File: config.mk
export PLATFORM = sky130hd
export DESIGN_NAME = charger_fault_protection_supervisor
export DESIGN_NICKNAME = d
export VERILOG_FILES = /design/src/inc/chg_prot_pkg.sv /design/src/design/charger_fault_protection_supervisor.sv /design/src/design/hold_timer.sv
export SDC_FILE = /design/constraint.sdc
export NUM_CORES = 1
export LEC_CHECK = 0
export BUFFER_PORTS_ARGS = -buffer_cell sky130_fd_sc_hd__buf_2
export CAP_MARGIN = 20
export CORE_ASPECT_RATIO = 1.1
export CORE_UTILIZATION = 45
export CTS_CLUSTER_DIAMETER = 40
export DETAILED_ROUTE_END_ITERATION = 6
export PLACE_DENSITY_LB_ADDON = 0.12
export SETUP_SLACK_MARGIN = 0.4
export SYNTH_ARGS = -nofsm -noshare
export SYNTH_HDL_FRONTEND = slang
export SYNTH_SLANG_ARGS = --single-unit
File: constraint.sdc
create_clock -name clk -period 14.1 [get_ports clk]
set_clock_uncertainty 0.1 [all_clocks]
set_input_delay 2.82 -clock clk [delete_from_list [all_inputs] [get_ports clk]]
set_output_delay 2.82 -clock clk [all_outputs]
set_load 0.05 [all_outputs]
File: src/inc/chg_prot_pkg.sv
// Package of register map, field positions and timing constants for the protection supervisor
package chg_prot_pkg;

	// ------------------------------------------------------------
	// Register offsets and widths
	// ------------------------------------------------------------
	localparam int unsigned REG_AW            = 8;
	localparam int unsigned REG_DW            = 16;
	localparam logic [7:0]  OFS_INFO_ONE      = 8'h3a;
	localparam logic [7:0]  OFS_CTRL_ONE      = 8'h3c;
	localparam logic [7:0]  OFS_CTRL_TWO      = 8'h3d;
	localparam logic [15:0] CTRL_ONE_RESET    = 16'h0000;
	localparam logic [15:0] CTRL_TWO_RESET    = 16'h0000;

	// ------------------------------------------------------------
	// Field positions
	// ------------------------------------------------------------
	localparam int unsigned C1_REV_EN_BIT     = 11;
	localparam int unsigned C2_BOV_DIS_BIT    = 0;
	localparam int unsigned C2_WOC_DIS_BIT    = 1;
	localparam int unsigned C2_CMP_POL_BIT    = 2;
	localparam int unsigned C2_CMP_DIS_BIT    = 3;
	localparam int unsigned C2_WOC_RETRY_BIT  = 11;
	localparam int unsigned I1_MODE_LO_BIT    = 5;
	localparam int unsigned I1_MODE_HI_BIT    = 6;
	localparam logic [1:0]  I1_MODE_REVERSE   = 2'h3;
	localparam logic [1:0]  I1_MODE_IDLE      = 2'h0;

	// ------------------------------------------------------------
	// Timing, in printed units, and derived cycle counts
	// ------------------------------------------------------------
	localparam int unsigned CLK_MHZ           = 10;
	localparam int unsigned ADP_QUAL_US       = 10;
	localparam int unsigned ADP_REL_US        = 100;
	localparam int unsigned BOV_MS            = 1;
	localparam int unsigned WOC_SLOT_US       = 10;
	localparam int unsigned WOC_WIN_MS        = 50;
	localparam int unsigned WOC_RETRY_LONG_MS = 1300;
	localparam int unsigned WOC_RETRY_SHRT_MS = 150;
	localparam int unsigned OT_RESTART_US     = 100;
	localparam int unsigned WOC_TRIP_COUNT    = 7;

	localparam int unsigned ADP_QUAL_CYC      = ADP_QUAL_US * CLK_MHZ;
	localparam int unsigned ADP_REL_CYC       = ADP_REL_US * CLK_MHZ;
	localparam int unsigned WOC_SLOT_CYC      = WOC_SLOT_US * CLK_MHZ;
	localparam int unsigned OT_RESTART_CYC    = OT_RESTART_US * CLK_MHZ;
	localparam int unsigned BOV_CYC           = BOV_MS * CLK_MHZ * 1000;
	localparam int unsigned WOC_WIN_CYC       = WOC_WIN_MS * CLK_MHZ * 1000;
	localparam int unsigned WOC_RETRY_LONG_CYC = WOC_RETRY_LONG_MS * CLK_MHZ * 1000;
	localparam int unsigned WOC_RETRY_SHRT_CYC = WOC_RETRY_SHRT_MS * CLK_MHZ * 1000;

	// Shared pin mode, from reverse enable bit and comparator disable bit
	typedef enum logic [1:0] {
		MODE_CMP_ONLY,
		MODE_ALL_OFF,
		MODE_REV_CMP,
		MODE_REV_PIN
	} pin_mode_t;

	typedef enum logic {
		WOC_WATCH,
		WOC_SHUTDOWN
	} woc_state_t;

endpackage : chg_prot_pkg
File: src/design/charger_fault_protection_supervisor.sv
// Protection supervisor and shared-pin mode selection for the charger controller
//
// Notes on behaviour
// - Enable bit 0, comparator-disable 0: reverse power off, comparator on shared pins.
// - Enable bit 0, comparator-disable 1: reverse power and comparator off, pins idle.
// - Enable 1, disable 0: comparator stays; reverse power above 5.2V, no good output.
// - Active reverse power shows 11 in status bits 6:5 at offset 0x3a.
// - Both 1: pins become enable input and good output; reverse needs pin, bit, battery.
// - Adapter above 23.4V beyond 10us: isolate, drop adapter-valid, stop, battery switch on.
// - Adapter below 23.04V beyond 100us after fault: reconnect input and resume switching.
// - Battery above max setting plus margin for 1ms: battery fault, stop switching.
// - Margin is 4% for one cell, 2% for two to four cells.
// - Battery fault clears after 1ms below max setting plus half the margin.
// - Control two bit 0 disables battery overvoltage protection entirely.
// - System rail 800mV above max setting: system fault, stop switching.
// - System fault clears immediately once rail falls 300mV below threshold.
// - Way-overcurrent flagged above 12A adapter or 20A battery discharge current.
// - Overcurrent trips counted at most once per 10us interval.
// - Seven counts within 50ms: isolate input, drop adapter-valid, stop switching.
// - After shutdown wait 1.3s or 150ms by control two bit 11, then retry start-up.
// - Control two bit 1 disables way-overcurrent counting and shutdown.
// - Switching stops while junction temperature flag reads above 140 degrees.
// - Once below lower threshold, wait 100us then restart switching.
// - Comparator output high when input above reference; control two bit 2 inverts.
// - In reverse mode with both bits 1, good output high once reverse output reaches its setting.
`timescale 1ns/1ps
module charger_fault_protection_supervisor
	import chg_prot_pkg::*;
#(
	parameter int unsigned BOV_CYCLES        = BOV_CYC,
	parameter int unsigned WOC_WINDOW_CYCLES = WOC_WIN_CYC,
	parameter int unsigned RETRY_LONG_CYCLES = WOC_RETRY_LONG_CYC,
	parameter int unsigned RETRY_SHRT_CYCLES = WOC_RETRY_SHRT_CYC
) (
	// Clock, reset, enable
	input  wire logic              clk,
	input  wire logic              arst_n,
	input  wire logic              ce,
	// Register port from the serial interface engine
	input  wire logic [REG_AW-1:0] reg_addr,
	input  wire logic [REG_DW-1:0] reg_wdata,
	input  wire logic              reg_wr,
	output logic      [REG_DW-1:0] reg_rdata,
	// Analog comparator flags, asynchronous
	input  wire logic              adp_above_ovp,
	input  wire logic              adp_below_release,
	input  wire logic              bat_above_bov,
	input  wire logic              bat_below_release,
	input  wire logic              sys_above_ovp,
	input  wire logic              sys_below_release,
	input  wire logic              woc_adapter_trip,
	input  wire logic              woc_battery_trip,
	input  wire logic              temp_above_high,
	input  wire logic              temp_below_low,
	input  wire logic              bat_above_5v2,
	input  wire logic              comparator_above_ref,
	input  wire logic              reverse_output_reached,
	// Shared pin 20, input only
	input  wire logic              reverse_power_enable_pin,
	// Configuration and requests from same-clock logic
	input  wire logic              one_cell_config,
	input  wire logic              battery_switch_request,
	// Shared pin 26
	output logic                   shared_out,
	output logic                   shared_out_oe,
	// Power stage controls
	output logic                   switching_enable,
	output logic                   input_isolation_switch,
	output logic                   adapter_valid,
	output logic                   battery_switch,
	output logic                   reverse_power_mode,
	output logic                   comparator_enable,
	output logic                   bov_margin_wide,
	output logic                   startup_retry
);

	// ------------------------------------------------------------
	// Reset release and input synchronisers
	// ------------------------------------------------------------
	localparam int unsigned NSYNC = 14;

	logic [1:0]       rst_sync_q;
	logic             rst_n;
	logic [NSYNC-1:0] async_in;
	logic [NSYNC-1:0] sync1_q;
	logic [NSYNC-1:0] sync2_q;

	// Two-stage release of the asynchronous reset
	always_ff @(posedge clk or negedge arst_n) begin
		if (!arst_n) begin
			rst_sync_q <= 2'h0;
		end else begin
			rst_sync_q <= {rst_sync_q[0], 1'b1};
		end
	end
	assign rst_n = rst_sync_q[1];

	assign async_in = {reverse_power_enable_pin, reverse_output_reached, comparator_above_ref,
		bat_above_5v2, temp_below_low, temp_above_high, woc_battery_trip, woc_adapter_trip,
		sys_below_release, sys_above_ovp, bat_below_release, bat_above_bov,
		adp_below_release, adp_above_ovp};

	// Two flip-flops per flag ahead of any timer
	always_ff @(posedge clk or negedge rst_n) begin
		if (!rst_n) begin
			sync1_q <= '0;
			sync2_q <= '0;
		end else if (ce) begin
			sync1_q <= async_in;
			sync2_q <= sync1_q;
		end
	end

	logic s_adp_ov, s_adp_rel, s_bat_ov, s_bat_rel, s_sys_ov, s_sys_rel;
	logic s_woc_a, s_woc_b, s_hot, s_cool, s_bat_5v2, s_cmp, s_rev_ok, s_rev_pin;
	assign {s_rev_pin, s_rev_ok, s_cmp, s_bat_5v2, s_cool, s_hot, s_woc_b, s_woc_a,
		s_sys_rel, s_sys_ov, s_bat_rel, s_bat_ov, s_adp_rel, s_adp_ov} = sync2_q;

	// ------------------------------------------------------------
	// Registers
	// ------------------------------------------------------------
	logic [REG_DW-1:0] ctrl_one_q;
	logic [REG_DW-1:0] ctrl_two_q;
	logic [REG_DW-1:0] info_one;
	logic              rev_active;

	// Software writes to the two control words
	always_ff @(posedge clk or negedge rst_n) begin
		if (!rst_n) begin
			ctrl_one_q <= CTRL_ONE_RESET;
			ctrl_two_q <= CTRL_TWO_RESET;
		end else if (ce && reg_wr) begin
			if (reg_addr == OFS_CTRL_ONE) begin
				ctrl_one_q <= reg_wdata;
			end
			if (reg_addr == OFS_CTRL_TWO) begin
				ctrl_two_q <= reg_wdata;
			end
		end
	end

	// Status word: only the mode field is live
	always_comb begin
		info_one = '0;
		info_one[I1_MODE_HI_BIT:I1_MODE_LO_BIT] = rev_active ? I1_MODE_REVERSE
			: I1_MODE_IDLE;
	end

	// Registered read data, zero for unmapped offsets
	always_ff @(posedge clk or negedge rst_n) begin
		if (!rst_n) begin
			reg_rdata <= '0;
		end else if (ce) begin
			case (reg_addr)
				OFS_INFO_ONE: reg_rdata <= info_one;
				OFS_CTRL_ONE: reg_rdata <= ctrl_one_q;
				OFS_CTRL_TWO: reg_rdata <= ctrl_two_q;
				default:      reg_rdata <= '0;
			endcase
		end
	end

	logic rev_en_bit, cmp_dis_bit, cmp_pol_bit, bov_dis_bit, woc_dis_bit, retry_short_bit;
	assign rev_en_bit      = ctrl_one_q[C1_REV_EN_BIT];
	assign cmp_dis_bit     = ctrl_two_q[C2_CMP_DIS_BIT];
	assign cmp_pol_bit     = ctrl_two_q[C2_CMP_POL_BIT];
	assign bov_dis_bit     = ctrl_two_q[C2_BOV_DIS_BIT];
	assign woc_dis_bit     = ctrl_two_q[C2_WOC_DIS_BIT];
	assign retry_short_bit = ctrl_two_q[C2_WOC_RETRY_BIT];

	// ------------------------------------------------------------
	// Shared pin mode and reverse power
	// ------------------------------------------------------------
	pin_mode_t mode;
	logic      rev_ok_d;
	logic      cmp_on;

	always_comb begin
		case ({rev_en_bit, cmp_dis_bit})
			2'h0:    mode = MODE_CMP_ONLY;
			2'h1:    mode = MODE_ALL_OFF;
			2'h2:    mode = MODE_REV_CMP;
			default: mode = MODE_REV_PIN;
		endcase
	end

	// Reverse power conditions per mode
	always_comb begin
		case (mode)
			MODE_REV_CMP: rev_ok_d = s_bat_5v2;
			MODE_REV_PIN: rev_ok_d = s_bat_5v2 && s_rev_pin;
			default:      rev_ok_d = 1'b0;
		endcase
	end
	assign cmp_on = (mode == MODE_CMP_ONLY) || (mode == MODE_REV_CMP);

	// Registered mode outputs and shared output pin
	always_ff @(posedge clk or negedge rst_n) begin
		if (!rst_n) begin
			rev_active        <= 1'b0;
			comparator_enable <= 1'b0;
			shared_out        <= 1'b0;
			shared_out_oe     <= 1'b0;
		end else if (ce) begin
			rev_active        <= rev_ok_d;
			comparator_enable <= cmp_on;
			shared_out_oe     <= (mode != MODE_ALL_OFF);
			if (cmp_on) begin
				shared_out <= s_cmp ^ cmp_pol_bit;
			end else if (mode == MODE_REV_PIN) begin
				shared_out <= rev_ok_d && s_rev_ok;
			end else begin
				shared_out <= 1'b0;
			end
		end
	end
	assign reverse_power_mode = rev_active;

	// ------------------------------------------------------------
	// Adapter, battery, system and temperature faults
	// ------------------------------------------------------------
	logic adp_ov_q, bat_ov_q, sys_ov_q, ot_q;
	logic adp_set, adp_clr, bat_set, bat_clr, ot_clr;

	hold_timer #(.W(32)) u_adp_qual (
		.clk(clk), .rst_n(rst_n), .ce(ce), .clr(adp_ov_q), .level(s_adp_ov),
		.limit(32'(ADP_QUAL_CYC)), .done(adp_set)
	);
	hold_timer #(.W(32)) u_adp_rel (
		.clk(clk), .rst_n(rst_n), .ce(ce), .clr(!adp_ov_q), .level(s_adp_rel),
		.limit(32'(ADP_REL_CYC)), .done(adp_clr)
	);
	hold_timer #(.W(32)) u_bat_qual (
		.clk(clk), .rst_n(rst_n), .ce(ce), .clr(bat_ov_q || bov_dis_bit), .level(s_bat_ov),
		.limit(32'(BOV_CYCLES)), .done(bat_set)
	);
	hold_timer #(.W(32)) u_bat_rel (
		.clk(clk), .rst_n(rst_n), .ce(ce), .clr(!bat_ov_q), .level(s_bat_rel),
		.limit(32'(BOV_CYCLES)), .done(bat_clr)
	);
	hold_timer #(.W(32)) u_ot_rel (
		.clk(clk), .rst_n(rst_n), .ce(ce), .clr(!ot_q || s_hot), .level(s_cool),
		.limit(32'(OT_RESTART_CYC)), .done(ot_clr)
	);

	// Adapter overvoltage latch
	always_ff @(posedge clk or negedge rst_n) begin
		if (!rst_n) begin
			adp_ov_q <= 1'b0;
		end else if (ce) begin
			if (adp_set) begin
				adp_ov_q <= 1'b1;
			end else if (adp_clr) begin
				adp_ov_q <= 1'b0;
			end
		end
	end

	// Battery overvoltage latch
	always_ff @(posedge clk or negedge rst_n) begin
		if (!rst_n) begin
			bat_ov_q <= 1'b0;
		end else if (ce) begin
			if (bov_dis_bit) begin
				bat_ov_q <= 1'b0;
			end else if (bat_set) begin
				bat_ov_q <= 1'b1;
			end else if (bat_clr) begin
				bat_ov_q <= 1'b0;
			end
		end
	end

	// System overvoltage latch, no debounce on release
	always_ff @(posedge clk or negedge rst_n) begin
		if (!rst_n) begin
			sys_ov_q <= 1'b0;
		end else if (ce) begin
			if (s_sys_ov) begin
				sys_ov_q <= 1'b1;
			end else if (s_sys_rel) begin
				sys_ov_q <= 1'b0;
			end
		end
	end

	// Over-temperature latch
	always_ff @(posedge clk or negedge rst_n) begin
		if (!rst_n) begin
			ot_q <= 1'b0;
		end else if (ce) begin
			if (s_hot) begin
				ot_q <= 1'b1;
			end else if (ot_clr) begin
				ot_q <= 1'b0;
			end
		end
	end

	// ------------------------------------------------------------
	// Way-overcurrent counting and retry
	// ------------------------------------------------------------
	woc_state_t  woc_state_q;
	logic [31:0] slot_q;
	logic [31:0] win_q;
	logic [31:0] wait_q;
	logic [2:0]  woc_cnt_q;
	logic        woc_trip;
	logic        woc_count;
	logic [31:0] retry_cyc;

	assign woc_trip  = s_woc_a || s_woc_b;
	assign woc_count = woc_trip && (slot_q == 32'h0) && (woc_state_q == WOC_WATCH);
	assign retry_cyc = retry_short_bit ? 32'(RETRY_SHRT_CYCLES) : 32'(RETRY_LONG_CYCLES);

	// Count trips, one per slot, inside a window opened by the first count
	always_ff @(posedge clk or negedge rst_n) begin
		if (!rst_n) begin
			woc_state_q   <= WOC_WATCH;
			slot_q        <= '0;
			win_q         <= '0;
			wait_q        <= '0;
			woc_cnt_q     <= '0;
			startup_retry <= 1'b0;
		end else if (ce) begin
			startup_retry <= 1'b0;
			if (slot_q != 32'h0) begin
				slot_q <= slot_q - 32'h1;
			end
			if (woc_dis_bit) begin
				woc_state_q <= WOC_WATCH;
				slot_q      <= '0;
				win_q       <= '0;
				woc_cnt_q   <= '0;
				wait_q      <= '0;
			end else begin
				case (woc_state_q)
					WOC_WATCH: begin
						if (win_q != 32'h0) begin
							win_q <= win_q - 32'h1;
						end else begin
							woc_cnt_q <= '0;
						end
						if (woc_count) begin
							slot_q <= 32'(WOC_SLOT_CYC) - 32'h1;
							if (woc_cnt_q == 3'(WOC_TRIP_COUNT - 1) && win_q != 32'h0) begin
								woc_state_q <= WOC_SHUTDOWN;
								wait_q      <= retry_cyc;
								woc_cnt_q   <= '0;
								win_q       <= '0;
							end else if (win_q == 32'h0 || woc_cnt_q == 3'h0) begin
								woc_cnt_q <= 3'h1;
								win_q     <= 32'(WOC_WINDOW_CYCLES) - 32'h1;
							end else begin
								woc_cnt_q <= woc_cnt_q + 3'h1;
							end
						end
					end
					WOC_SHUTDOWN: begin
						if (wait_q > 32'h1) begin
							wait_q <= wait_q - 32'h1;
						end else begin
							wait_q        <= '0;
							woc_state_q   <= WOC_WATCH;
							startup_retry <= 1'b1;
						end
					end
					default: woc_state_q <= WOC_WATCH;
				endcase
			end
		end
	end

	// ------------------------------------------------------------
	// Power stage outputs
	// ------------------------------------------------------------
	logic woc_off;
	assign woc_off = (woc_state_q == WOC_SHUTDOWN);

	// Registered switch and gate controls
	always_ff @(posedge clk or negedge rst_n) begin
		if (!rst_n) begin
			switching_enable       <= 1'b0;
			input_isolation_switch <= 1'b0;
			adapter_valid          <= 1'b0;
			battery_switch         <= 1'b0;
			bov_margin_wide        <= 1'b0;
		end else if (ce) begin
			switching_enable       <= !(adp_ov_q || bat_ov_q || sys_ov_q || woc_off || ot_q);
			input_isolation_switch <= !(adp_ov_q || woc_off);
			adapter_valid          <= !(adp_ov_q || woc_off);
			battery_switch         <= adp_ov_q || battery_switch_request;
			bov_margin_wide        <= one_cell_config;
		end
	end

endmodule : charger_fault_protection_supervisor

File: src/design/hold_timer.sv
// Qualification timer: done once the level has held for the given number of cycles
`timescale 1ns/1ps
module hold_timer #(
	parameter int unsigned W = 32
) (
	// Clock and reset
	input  wire logic         clk,
	input  wire logic         rst_n,
	input  wire logic         ce,
	// Control
	input  wire logic         clr,
	input  wire logic         level,
	input  wire logic [W-1:0] limit,
	// Result
	output logic              done
);

	logic [W-1:0] cnt_q;

	// Count while the level holds, restart on any drop or clear
	always_ff @(posedge clk or negedge rst_n) begin
		if (!rst_n) begin
			cnt_q <= '0;
		end else if (ce) begin
			if (clr || !level) begin
				cnt_q <= '0;
			end else if (cnt_q < limit) begin
				cnt_q <= cnt_q + 1'b1;
			end
		end
	end

	assign done = level && !clr && (cnt_q >= limit);

endmodule : hold_timer

After elaboration in Yosys (flattened, before gate mapping)
Index checks and enable logic that the tools add are counted.
{ "op_classes": {"n_addsub": 9, "magnitude_cmp": 11, "eq_ne": 13, "mux": 55, "bitwise": 2, "reduce_logical": 74} }
{ "ops": {"columns": ["op", "count"], "rows": [
  ["$mux W32", 24],
  ["$add A32 B1 Y32 const B", 5],
  ["$sub A32 B1 Y32 const B", 3],
  ["$ge A32 B10 Y1 const B", 2],
  ["$ge A32 B14 Y1 const B", 2],
  ["$logic_not A32 Y1", 2],
  ["$lt A32 B10 Y1 const B", 2],
  ["$lt A32 B14 Y1 const B", 2],
  ["$pmux W32 S2", 1],
  ["$reduce_bool A32 Y1", 2],
  ["$pmux W16 S3", 1],
  ["$ge A32 B7 Y1 const B", 1],
  ["$gt A32 B1 Y1 const B", 1],
  ["$lt A32 B7 Y1 const B", 1],
  ["$eq A8 B6 Y1 const B", 3],
  ["$mux W24", 1],
  ["$reduce_and A2 Y1", 12],
  ["$mux W1", 18],
  ["$mux W3", 6],
  ["$logic_and A1 B1 Y1", 16],
  ["$logic_or A1 B1 Y1", 16],
  ["$reduce_bool A2 Y1", 8],
  ["$logic_not A1 Y1", 12],
  ["$eq A2 B2 Y1 const B", 3],
  ["other kinds (16)", 20]
]} }
{ "totals": {"ff_bits": 351, "output_inout_bits": 26, "wordCells": 193} }

Logic depth before layout (Yosys ltp)
Gate-level depths: netlist (run 1).
{ "logic_depth": {"word_depth": 7, "ltp_mapped": 10, "ltp_nobuf": 8} }

Cells and area by module
Synthesis (run 1) repeated with hierarchy kept, for this count alone.
{ "unflattened": {"hier_cells": 2679, "area_unflattened_um2": 24064.3} }
{ "modules_own_cells": {"columns": ["mod", "instances", "cells_per_inst", "area_each_um2"], "rows": [
  ["hold_timer at u_adp_qual ...", 4, 339, 2819.0],
  ["charger_fault_protection_supervisor", 1, 977, 9930.8],
  ["hold_timer at u_ot_rel", 1, 346, 2857.7]
]} }

Least setup slack after synthesis (run 1)
Ideal clock, no wire load.
{ "synth_timing": {"path_type": "in2reg", "from": "in reg_addr[5]", "to": "reg ctrl_one_q[10]", "setup_ps": 125, "arrival_ps": 4676, "t_required_ps": 13875, "setup_slack_ps": 9199, "stages": 6, "cell_sequence": "nand3_1 > nor3_1 > nand2_1 > nor3_1 > clkbuf_1 > mux2_2"} }
{ "synth_between": {"elab_chain_len": 2} }
{ "synth_rtl": {"columns": ["element", "line", "source"], "rows": [
  ["start: declaration", "charger_fault_protection_supervisor.sv:40", "input wire logic [REG_AW-1:0] reg_addr,"],
  ["$eq A8 B6 Y1", "charger_fault_protection_supervisor.sv:133", "if (reg_addr == OFS_CTRL_ONE) begin"],
  ["$reduce_and A2 Y1 (no line)", null, null],
  ["end signal: assignment", "charger_fault_protection_supervisor.sv:134", "ctrl_one_q <= reg_wdata;"],
  ["end: declaration", "charger_fault_protection_supervisor.sv:122", "logic [REG_DW-1:0] ctrl_one_q;"]
]} }
No other way between the ends.
A chain may end at the register's enable or synchronous reset.

Worst setup path in the final report (run 1)
{ "layout_timing": {"from": "in ce", "to": "reg u_adp_rel.cnt_q[19]"} }
{ "layout_between": {"elab_chain_len": 1} }
{ "layout_rtl": {"columns": ["element", "line", "source"], "rows": [
  ["start: declaration", "charger_fault_protection_supervisor.sv:38", "input wire logic ce,"],
  ["$reduce_and A2 Y1 (no line)", null, null],
  ["end signal: assignment", "hold_timer.sv:28", "cnt_q <= cnt_q + 1'b1;"],
  ["end: declaration", "hold_timer.sv:18", "logic [W-1:0] cnt_q;"]
]} }
No other way between the ends.

==> impl_metrics.yaml, run 1 <==
status:
  outcome: "finished, final reports clean"
synth:
  synth_flop_cell: "dfrtp_1"
  synth.largest_area_cell: "dfrtp_1"
  synth-edff-count: 0
  synth.yosys.seq_area_share: 0.535
  synth_top_cell_area_share: 0.535
  syn_area_per_cell_um2: 10.5
  synthesis.nets: 1623
  syn_inst: 1561
  ys_async_sr_fraction: 1.00
  yosys-top-cells-area: "dfrtp_1, mux2_2, and2_1, nor2_1, o21ai_0"
  ys_types: 74
  syn_area_mm2: 0.0164
  ys_ff_latch: 351
  synth_warnings: 0
routing:
  routed_wl_mm: 36.2
  vias_per_cell: 5.70
  via_count: 12300
  ant_nets: 0
  dr.pass1.iters: 5
  drc: 0
  routedWlPerCell_um: 16.8
  dr.first_iter.drc_count: 693
finish:
  nets: 1692
  drive_gt1_frac: 0.158
  regArea_mm2: 0.00879
  multiInputGateArea_mm2: 0.00717
  final_cells: 2154
  syn2layout_area_growth_pct: 15.5
  layout_common_cells: "dfrtp_1, nor2_1, nand2_1"
  final_common_cell: "dfrtp_1"
  fillers: 3198
global_routing:
  grt_pass1_wl_mm: 61.9
  antenna_found_initial: 1
  grt-ovfl-total: 0
  grt_max_degree: 182
  grt_usage: 0.203
  grt_pass1_vias: 12300
sta:
  finalCritPeriodShare: 0.339
  hold_viol_final: 0
  slew_headroom: 0.247
  finalCriticalPeriod_ns: 4.78
  tightest_slew_ns: 1.13
  maxSlewViolCount: 0
  rsz0062_at_grt: "no"
  whs_ns: 0.240
  setup_viol: 0
  tns_ns: 0
  fmax_mhz: 209
power_and_ir_drop:
  p_leak_nw: 8.52
  peakVddDrop_v: 0.000129
  powerDensity_mw_per_mm2: 166
die:
  top_level_ports: 70
  start_util: 0.462
  core-area_mm2: 0.0355
  fp.dieH_um: 202
  die_w_um: 184
  die_area_mm2: 0.0372
  fp-row-count: 72
placed_design:
  dp_hpwl_mm: 23.1
  placed_cells: 2056
  portBuffers: 69
  gp_congestion: 0.812
clocking:
  cts.path.max_buffers: 3
  holdBufCountCts: 0
  clock-root-buffer: "clkbuf_16"
  cts_max_level: 2
  cts.repair.resized: 0
  clk_latency_ns: 0.57
  cts_tree: "done"
  cts_buffers: 53
  clkSinkCount: 351
  cts_setup_buffers: 0
  clk_pin_slew_worst_paths_ns: 0.06
worst_setup_path:
  cp.required_ns: 14.52
  endpoint: "u_adp_rel.cnt_q[19]"
  worstSetupEndpointType: "register"
  critPathKind: "primary input to register"
  worstReg2RegEnd: "slot_q[9]"
  start_kind: "primary input"
  rr_startpoint: "slot_q[24]"
  r2r_cells: 6
  worst-r2r-setup-slack_ns: 10.27
  critPathLaunch: "ce"
  worstPathArrival_ns: 5.20
  path_max_fanout: 34
flow_run:
  maxCapViolCount: 0
hold_path:
  hp-class: "register to asynchronous set/reset pin"
[final cells by class]
| cell class | instances | area share |
|---|---|---|
| multi-input combinational | 1101 | 0.378 |
| clock inverter | 36 | 0.0203 |
| tap | 481 | 0.0318 |
| inverter | 40 | 0.00792 |
| sequential | 351 | 0.464 |
| antenna | 1 | 0.000132 |
| timing repair buffer | 83 | 0.0246 |
| clock buffer | 61 | 0.0732 |
[worst min-delay path by stage]
| stage | start | endpoint | slack [ns] | cells past startpoint |
|---|---|---|---|---|
| after CTS | rst_sync_q[0] | rst_sync_q[1] | 0.25 | 0 |
| after global routing | rst_sync_q[0] | rst_sync_q[1] | 0.27 | 0 |
| after detailed placement | rst_sync_q[0] | rst_sync_q[1] | 0.24 | 0 |
| after global placement | rst_sync_q[0] | rst_sync_q[1] | 0.24 | 0 |
| after floorplan | rst_sync_q[0] | rst_sync_q[1] | 0.23 | 0 |
| final | rst_sync_q[1] | reg_rdata[6] | 0.24 | 0 |
[kinds of logic (layout without fill, tap and decap cells)]
kind of cell	after synthesis	in the layout	share of synthesized area
AND/OR/NAND/NOR	609	609	0.198
flip-flops	351	351	0.535
AO/OA/AOI/OAI	343	343	0.144
buffers and inverters	109	220	0.0280
multiplexers	85	85	0.0567
XOR/XNOR	45	45	0.0240
adder cells (fa/ha/maj)	18	18	0.0137
other	1	2	0.000229
[cells in the mapped netlist (7+ instances only)]
library cell / count
dfrtp_1: 351
nor2_1: 134
nand2_1: 89
and2_1: 83
o21ai_0: 69
mux2_2: 64
a21oi_1: 54
nor4_1: 54
nand3_1: 53
clkbuf_1: 47
nor3_1: 43
inv_1: 40
o31ai_1: 40
xor2_1: 39
a31oi_1: 34
nand4_1: 34
or4_1: 24
nor2b_1: 23
mux2i_1: 21
o211ai_1: 21
o2bb2ai_1: 20
ha_1: 18
o21a_1: 17
or3_1: 16
and3_1: 15
a22o_1: 13
nand2b_1: 10
a21o_1: 9
and4_1: 8
o22ai_1: 8
a41oi_1: 7
buf_1: 7
buf_2: 7
o41ai_1: 7
[flip-flops by register name (all words and copies together) (netlist names), 2 cells and up]
name / count
rst_sync_q: 2
u_ot_rel.cnt_q: 32
sync2_q: 14
slot_q: 32
win_q: 32
ctrl_one_q: 16
sync1_q: 14
ctrl_two_q: 16
reg_rdata: 16
wait_q: 32
u_adp_qual.cnt_q: 32
woc_cnt_q: 3
u_bat_qual.cnt_q: 32
u_adp_rel.cnt_q: 32
u_bat_rel.cnt_q: 32
[stage by stage]
stage | total power [mW] | utilization | cell area [um2] | setup slack (ns)
final | 3.14 | 0.534 | 18900 | 9.32
after detailed placement | 1.85 | 0.484 | 17200 | 8.71
after global routing | 3.31 | 0.534 | 18900 | 9.09
after CTS | 3.17 | 0.534 | 18900 | 9.33
after global placement | 1.84 | 0.484 | 17200 | 8.81
after floorplan | 1.70 | - | 16400 | 3.49
[layer usage]
metal	share of wire	track usage	wire [um]	up-vias
li1	-	-	-	5903
met4	0.024	0.0631	887	0
met5	0	0	0	-
met1	0.47	0.285	17200	6081
met3	0.046	0.0427	1680	70
met2	0.45	0.313	16500	225
[worst max-delay path, cell delays in order]
cell and delay, ns:
buf_4 0.27, inv_2 0.19, buf_4 0.32, a21oi_1 0.77
o21ai_0 0.29, nor4_1 0.35, o21a_1 0.14
[report_power, final]
part	internal, mW	leakage (nW)	total, mW	switching (mW)
registers	1.11	4.70	1.23	0.115
clock network	0.793	0.851	1.30	0.505
logic	0.214	2.96	0.611	0.398
No activity file was read; power rests on OpenSTA's default activity.
==> run 2: changes to the inputs <==
==> constraint.sdc (replaced) <==
create_clock -name clk -period 3.9 [get_ports clk]
set_clock_uncertainty 0.1 [all_clocks]
set_input_delay 0.78 -clock clk [delete_from_list [all_inputs] [get_ports clk]]
set_output_delay 0.78 -clock clk [all_outputs]
set_load 0.05 [all_outputs]
==> run 2 against run 1 <==
Utilization increased by 0.99 points. Non-clock buffer count grew 20. First-iteration DRC count shrank 1.9%. Global-route usage about the same. Flip-flop and latch count did not move. Clock power increased to 4.0 times the previous value. Via count down 0.20%. Register-to-register slack got worse by 9.6 ns. Total power increased to 3.8 times the previous value. Largest power group unchanged.
==> impl_metrics.yaml, run 2 (synthesis gave the netlist of run 1 again) <==
clocking:
  cts_setup_buffers: 0
  clkSinkCount: 351
  cts_max_level: 2
  clk_latency_ns: 0.58
  cts_tree: "done"
  cts.path.max_buffers: 3
  clock-root-buffer: "clkbuf_16"
  clk_pin_slew_worst_paths_ns: 0.06
  cts_buffers: 52
die:
  die_area_mm2: 0.0372
  die_w_um: 184
  start_util: 0.462
  fp-row-count: 72
  fp.dieH_um: 202
  core-area_mm2: 0.0355
  top_level_ports: 70
worst_setup_path:
  cp_top_family: "simple AND/OR/NAND/NOR gates"
  cp.required_ns: 4.25
  critPathKind: "register to register"
  slowest_stage: "or4_4"
  worst-r2r-setup-slack_ns: 0.65
  worst-path-stages: 7
  cp_cell_sequence: "or4_4 -> or3_1 -> o311ai_4 -> a41oi_2 -> buf_4 -> nor2_1 -> o21ai_0"
  worstReg2RegEnd: "win_q[7]"
  worstPathArrival_ns: 3.61
  endpoint: "win_q[7]"
  max_stage_delay_ns: 0.58
  critPathBufInv: 1
  worstSetupEndpointType: "register"
  r2r_cells: 7
  critPathLaunch: "win_q[14]"
  path_max_fanout: 16
  rr_startpoint: "win_q[14]"
  start_kind: "register"
routing:
  via_count: 12300
  drc: 0
  wl_met1_mm: 17.4
  dr.first_iter.drc_count: 680
  dr.pass1.iters: 5
  top_layer: "met4"
  routed_wl_mm: 36.4
  met2_length_mm: 16.6
  routedWlPerCell_um: 16.7
  dr_wl_met3_mm: 1.50
  vias_per_cell: 5.64
  ant_nets: 0
placed_design:
  place_ws_ns: 0.658
  gp_congestion: 0.853
  dp_hpwl_mm: 23.5
  portBuffers: 69
sta:
  finalCritPeriodShare: 0.834
  fin_ws_ns: 0.646
  fmax_mhz: 307
  tightest_slew_ns: 0.874
  rsz0062_at_grt: "no"
  setup_viol: 0
  finalCriticalPeriod_ns: 3.25
  tns_ns: 0
  whs_ns: 0.248
  hold_viol_final: 0
  maxSlewViolCount: 0
  slew_headroom: 0.417
flow_run:
  maxCapViolCount: 0
power_and_ir_drop:
  powerDensity_mw_per_mm2: 616
  p_seq_frac: 0.375
  p_leak_nw: 8.72
  switchingPower_mw: 3.70
  swShare: 0.311
  pwr-share-clk: 0.434
  peakVddDrop_v: 0.000416
  p_comb_frac: 0.192
  p_int_mw: 8.20
finish:
  multiInputGateArea_mm2: 0.00717
  syn2layout_area_growth_pct: 17.6
  layout_common_cells: "dfrtp_1, nor2_1, nand2_1"
  fillers: 3159
  regArea_mm2: 0.00879
  drive_gt1_frac: 0.169
  nets: 1711
  final_common_cell: "dfrtp_1"
  fin_util: 0.544
global_routing:
  grt-ovfl-total: 0
  antenna_found_initial: 1
  grt_usage: 0.203
  grt_pass1_vias: 12400
  grt_pass1_wl_mm: 62.1
  grt_max_degree: 113
status:
  outcome: "finished, final reports clean"
hold_path:
  hp-class: "register to register"
  hold_depth: 0
run 2: cell count changes in the layout (fill, tap and decap cells not counted), moves of 2 or more:
| cell | before | now |
|---|---|---|
| clkbuf_1 | 5 | 3 |
| inv_8 | 2 | 4 |
| inv_6 | 11 | 6 |
| buf_12 | 1 | 3 |
| clkinv_4 | 6 | 2 |
| bufinv_16 | 4 | 10 |
| clkinvlp_4 | 7 | 3 |
| buf_4 | 14 | 31 |
| clkbuf_8 | 3 | 6 |
run 2: final cells by class:
class                   instances  area share
repair buffers                103      0.0333
clock buffers                  63      0.0749
flip-flops and latches        351       0.455
multi-input cells            1101       0.371
clock inverters                33      0.0259
well taps                     481      0.0312
diodes                          1    0.000130
inverters                      40     0.00778
run 2: layer usage:
metal | up-vias | GRT usage
li1 | 5931 | -
met1 | 6075 | 0.284
met2 | 194 | 0.316
met3 | 54 | 0.0420
met4 | 0 | 0.0649
met5 | - | 0
run 2: worst reg2reg max path, stage by stage (launching register included):
cell,delay [ns]
dfrtp_1,0.46
or4_4,0.58
or3_1,0.50
o311ai_4,0.37
a41oi_2,0.46
buf_4,0.36
nor2_1,0.18
o21ai_0,0.12
run 2: metrics by stage:
step	total power, mW	instance area [um2]	cells
floorplan	6.16	16400	1561
global placement	6.73	17300	2075
detailed placement	6.76	17300	2075
CTS	12.0	19300	2172
global route	12.5	19300	2173
finish	11.9	19300	2173
run 2: what timing repair did:
item	4_1_cts	5_1_grt
endpoints found under the hold margin	2	0
resized for setup	0	0
hold buffers	1	0
setup endpoints to repair	0	0
run 2: worst min path at each step:
stage | start | to | slack (ns)
2_1_floorplan | rst_sync_q[0] | rst_sync_q[1] | 0.23
3_3_place_gp | rst_sync_q[0] | rst_sync_q[1] | 0.23
3_5_place_dp | rst_sync_q[0] | rst_sync_q[1] | 0.24
4_1_cts | rst_sync_q[0] | rst_sync_q[1] | 0.25
5_1_grt | rst_sync_q[0] | rst_sync_q[1] | 0.27
6_report | rst_sync_q[0] | rst_sync_q[1] | 0.25
run 2: power by group through the flow:
stage	Combinational [mW]	Sequential [mW]	Clock, mW
after floorplan	1.72	4.43	0
after global placement	2.23	4.49	0
after detailed placement	2.26	4.50	0
after CTS	2.27	4.45	5.28
after global routing	2.57	4.52	5.44
final	2.28	4.46	5.16
==> run 3: changes to the inputs <==
==> constraint.sdc (replaced) <==
create_clock -name clk -period 3 [get_ports clk]
set_clock_uncertainty 0.1 [all_clocks]
set_input_delay 0.6 -clock clk [delete_from_list [all_inputs] [get_ports clk]]
set_output_delay 0.6 -clock clk [all_outputs]
set_load 0.05 [all_outputs]
==> run 3 against run 2 <==
Routed wire length increased by 8.4%. Worst setup slack worse by 0.36 ns. Final cell count is 2.8% higher. Via count increased by 3.9%. Design area rose by 5.2%. Global-route usage grew 1.2 points. Sequential power rose by 30%. Sequential share of layout area down 2.2 points. Combinational power up 81%. Critical endpoint is now woc_cnt_q[1]. Largest cell class unchanged. Largest power group unchanged.
==> impl_metrics.yaml, run 3 (synthesis gave the netlist of run 1 again) <==
power_and_ir_drop:
  p_leak_nw: 9.10
  peakVddDrop_v: 0.000545
  powerDensity_mw_per_mm2: 799
finish:
  stdcell_area_mm2: 0.0203
  layout_common_cells: "dfrtp_1, nor2_1, nand2_1, and2_1, buf_4"
  fillers: 3062
  final_cells: 2233
  final_common_cell: "dfrtp_1"
  syn2layout_area_growth_pct: 23.7
  drive_gt1_frac: 0.231
  nets: 1772
flow_run:
  maxCapViolCount: 0
sta:
  slew_headroom: 0.358
  hold_viol_final: 0
  finalCriticalPeriod_ns: 2.72
  setup_viol: 0
  tightest_slew_ns: 0.964
  maxSlewViolCount: 0
  fmax_mhz: 368
  finalCritPeriodShare: 0.906
  rsz0062_at_grt: "yes"
hold_path:
  whs_endpoint: "sync1_q[8]"
  min_from: "temp_above_high"
  hp-class: "primary input to register"
  hold_depth: 2
global_routing:
  grt-ovfl-total: 0
  grt_pass1_vias: 12700
  grt_pass1_wl_mm: 65.3
  grt_max_degree: 87
  antenna_found_initial: 3
  grt_usage: 0.215
die:
  start_util: 0.462
  top_level_ports: 70
  die_w_um: 184
  die_area_mm2: 0.0372
  core-area_mm2: 0.0355
  fp.dieH_um: 202
  fp-row-count: 72
placed_design:
  placed_cells: 2098
  dp_hpwl_mm: 24.8
  portBuffers: 69
  gp_congestion: 0.791
  postPlaceCellArea_mm2: 0.0176
worst_setup_path:
  worstSetupEndpointType: "register"
  start_kind: "register"
  worst-r2r-setup-slack_ns: 0.28
  critPathKind: "register to register"
  worstReg2RegEnd: "woc_cnt_q[1]"
  cp.required_ns: 3.40
  r2r_cells: 6
  path_max_fanout: 4
  rr_startpoint: "slot_q[24]"
  worstPathArrival_ns: 3.12
clocking:
  cts_buffers: 52
  cts_tree: "done"
  clk_pin_slew_worst_paths_ns: 0.06
  clock-root-buffer: "clkbuf_16"
  cts_max_level: 2
  cts.path.max_buffers: 3
  clkSinkCount: 351
  clk_latency_ns: 0.58
routing:
  routedWlPerCell_um: 17.7
  via_count: 12700
  vias_per_cell: 5.70
  drc: 0
  dr.pass1.iters: 5
  ant_nets: 0
  dr.first_iter.drc_count: 695
  routed_wl_mm: 39.4
status:
  outcome: "finished, final reports clean"
[run 3: layout make-up]
type                       count  area [um2]  share of cell area
multi-input combinational   1102        7640               0.376
timing repair buffer         163        1320              0.0650
clock inverter                33         407              0.0200
clock buffer                  62        1390              0.0685
inverter                      40         150             0.00740
antenna                        1        2.50            0.000123
tap                          481         602              0.0297
sequential                   351        8790               0.433
[run 3: where the power goes]
group,switching [mW],total (mW),internal [mW]
clock,2.31,6.25,3.94
combinational,2.37,4.13,1.77
sequential,0.592,5.82,5.23
[run 3: metrics by stage]
| step | util | setup slack (ns) | setup TNS [ns] | hold WS (ns) | power [mW] |
|---|---|---|---|---|---|
| after global routing | 0.572 | 0.180 | 0 | 0.143 | 17.0 |
| after floorplan | - | -0.567 | -197.97 | 0.204 | 8.07 |
| after CTS | 0.560 | 0.320 | 0 | 0.114 | 15.9 |
| after detailed placement | 0.496 | 0.00472 | 0 | 0.244 | 9.03 |
| final | 0.572 | 0.282 | 0 | 0.151 | 16.2 |
| after global placement | 0.496 | 0.0998 | 0 | 0.239 | 8.96 |
[run 3: worst max-delay path, stage by stage (launching register included)]
cell,delay [ns]
dfrtp_1,0.38
or4_4,0.56
or4_4,0.56
nor2_4,0.18
nand3_1,0.15
or4b_1,0.57
mux2i_1,0.15
[run 3: metal layers]
metal | GRT usage | share of wire | vias to the layer above
met5 | 0 | 0.00058 | -
met4 | 0.0708 | 0.024 | 4
met3 | 0.0440 | 0.051 | 79
met2 | 0.338 | 0.46 | 299
met1 | 0.297 | 0.46 | 6295
li1 | - | - | 6051
[run 3: worst max path at each step]
stage / end / from / slack (ns) / cells after the start
floorplan: adapter_valid / rst_sync_q[1] / -0.57 / 0
global placement: win_q[5] / win_q[15] / 0.1 / 7
detailed placement: win_q[15] / slot_q[24] / 0.005 / 6
CTS: win_q[25] / win_q[14] / 0.32 / 8
global route: win_q[25] / win_q[8] / 0.18 / 9
finish: woc_cnt_q[1] / slot_q[24] / 0.28 / 6
[run 3: what timing repair did]
item,4_1_cts,5_1_grt
gates resized for setup,52,65
setup buffers,17,13
pin swaps,23,31
hold buffers,1,0
hold endpoints to repair,2,0
gates cloned,4,4
setup endpoints to repair,96,100
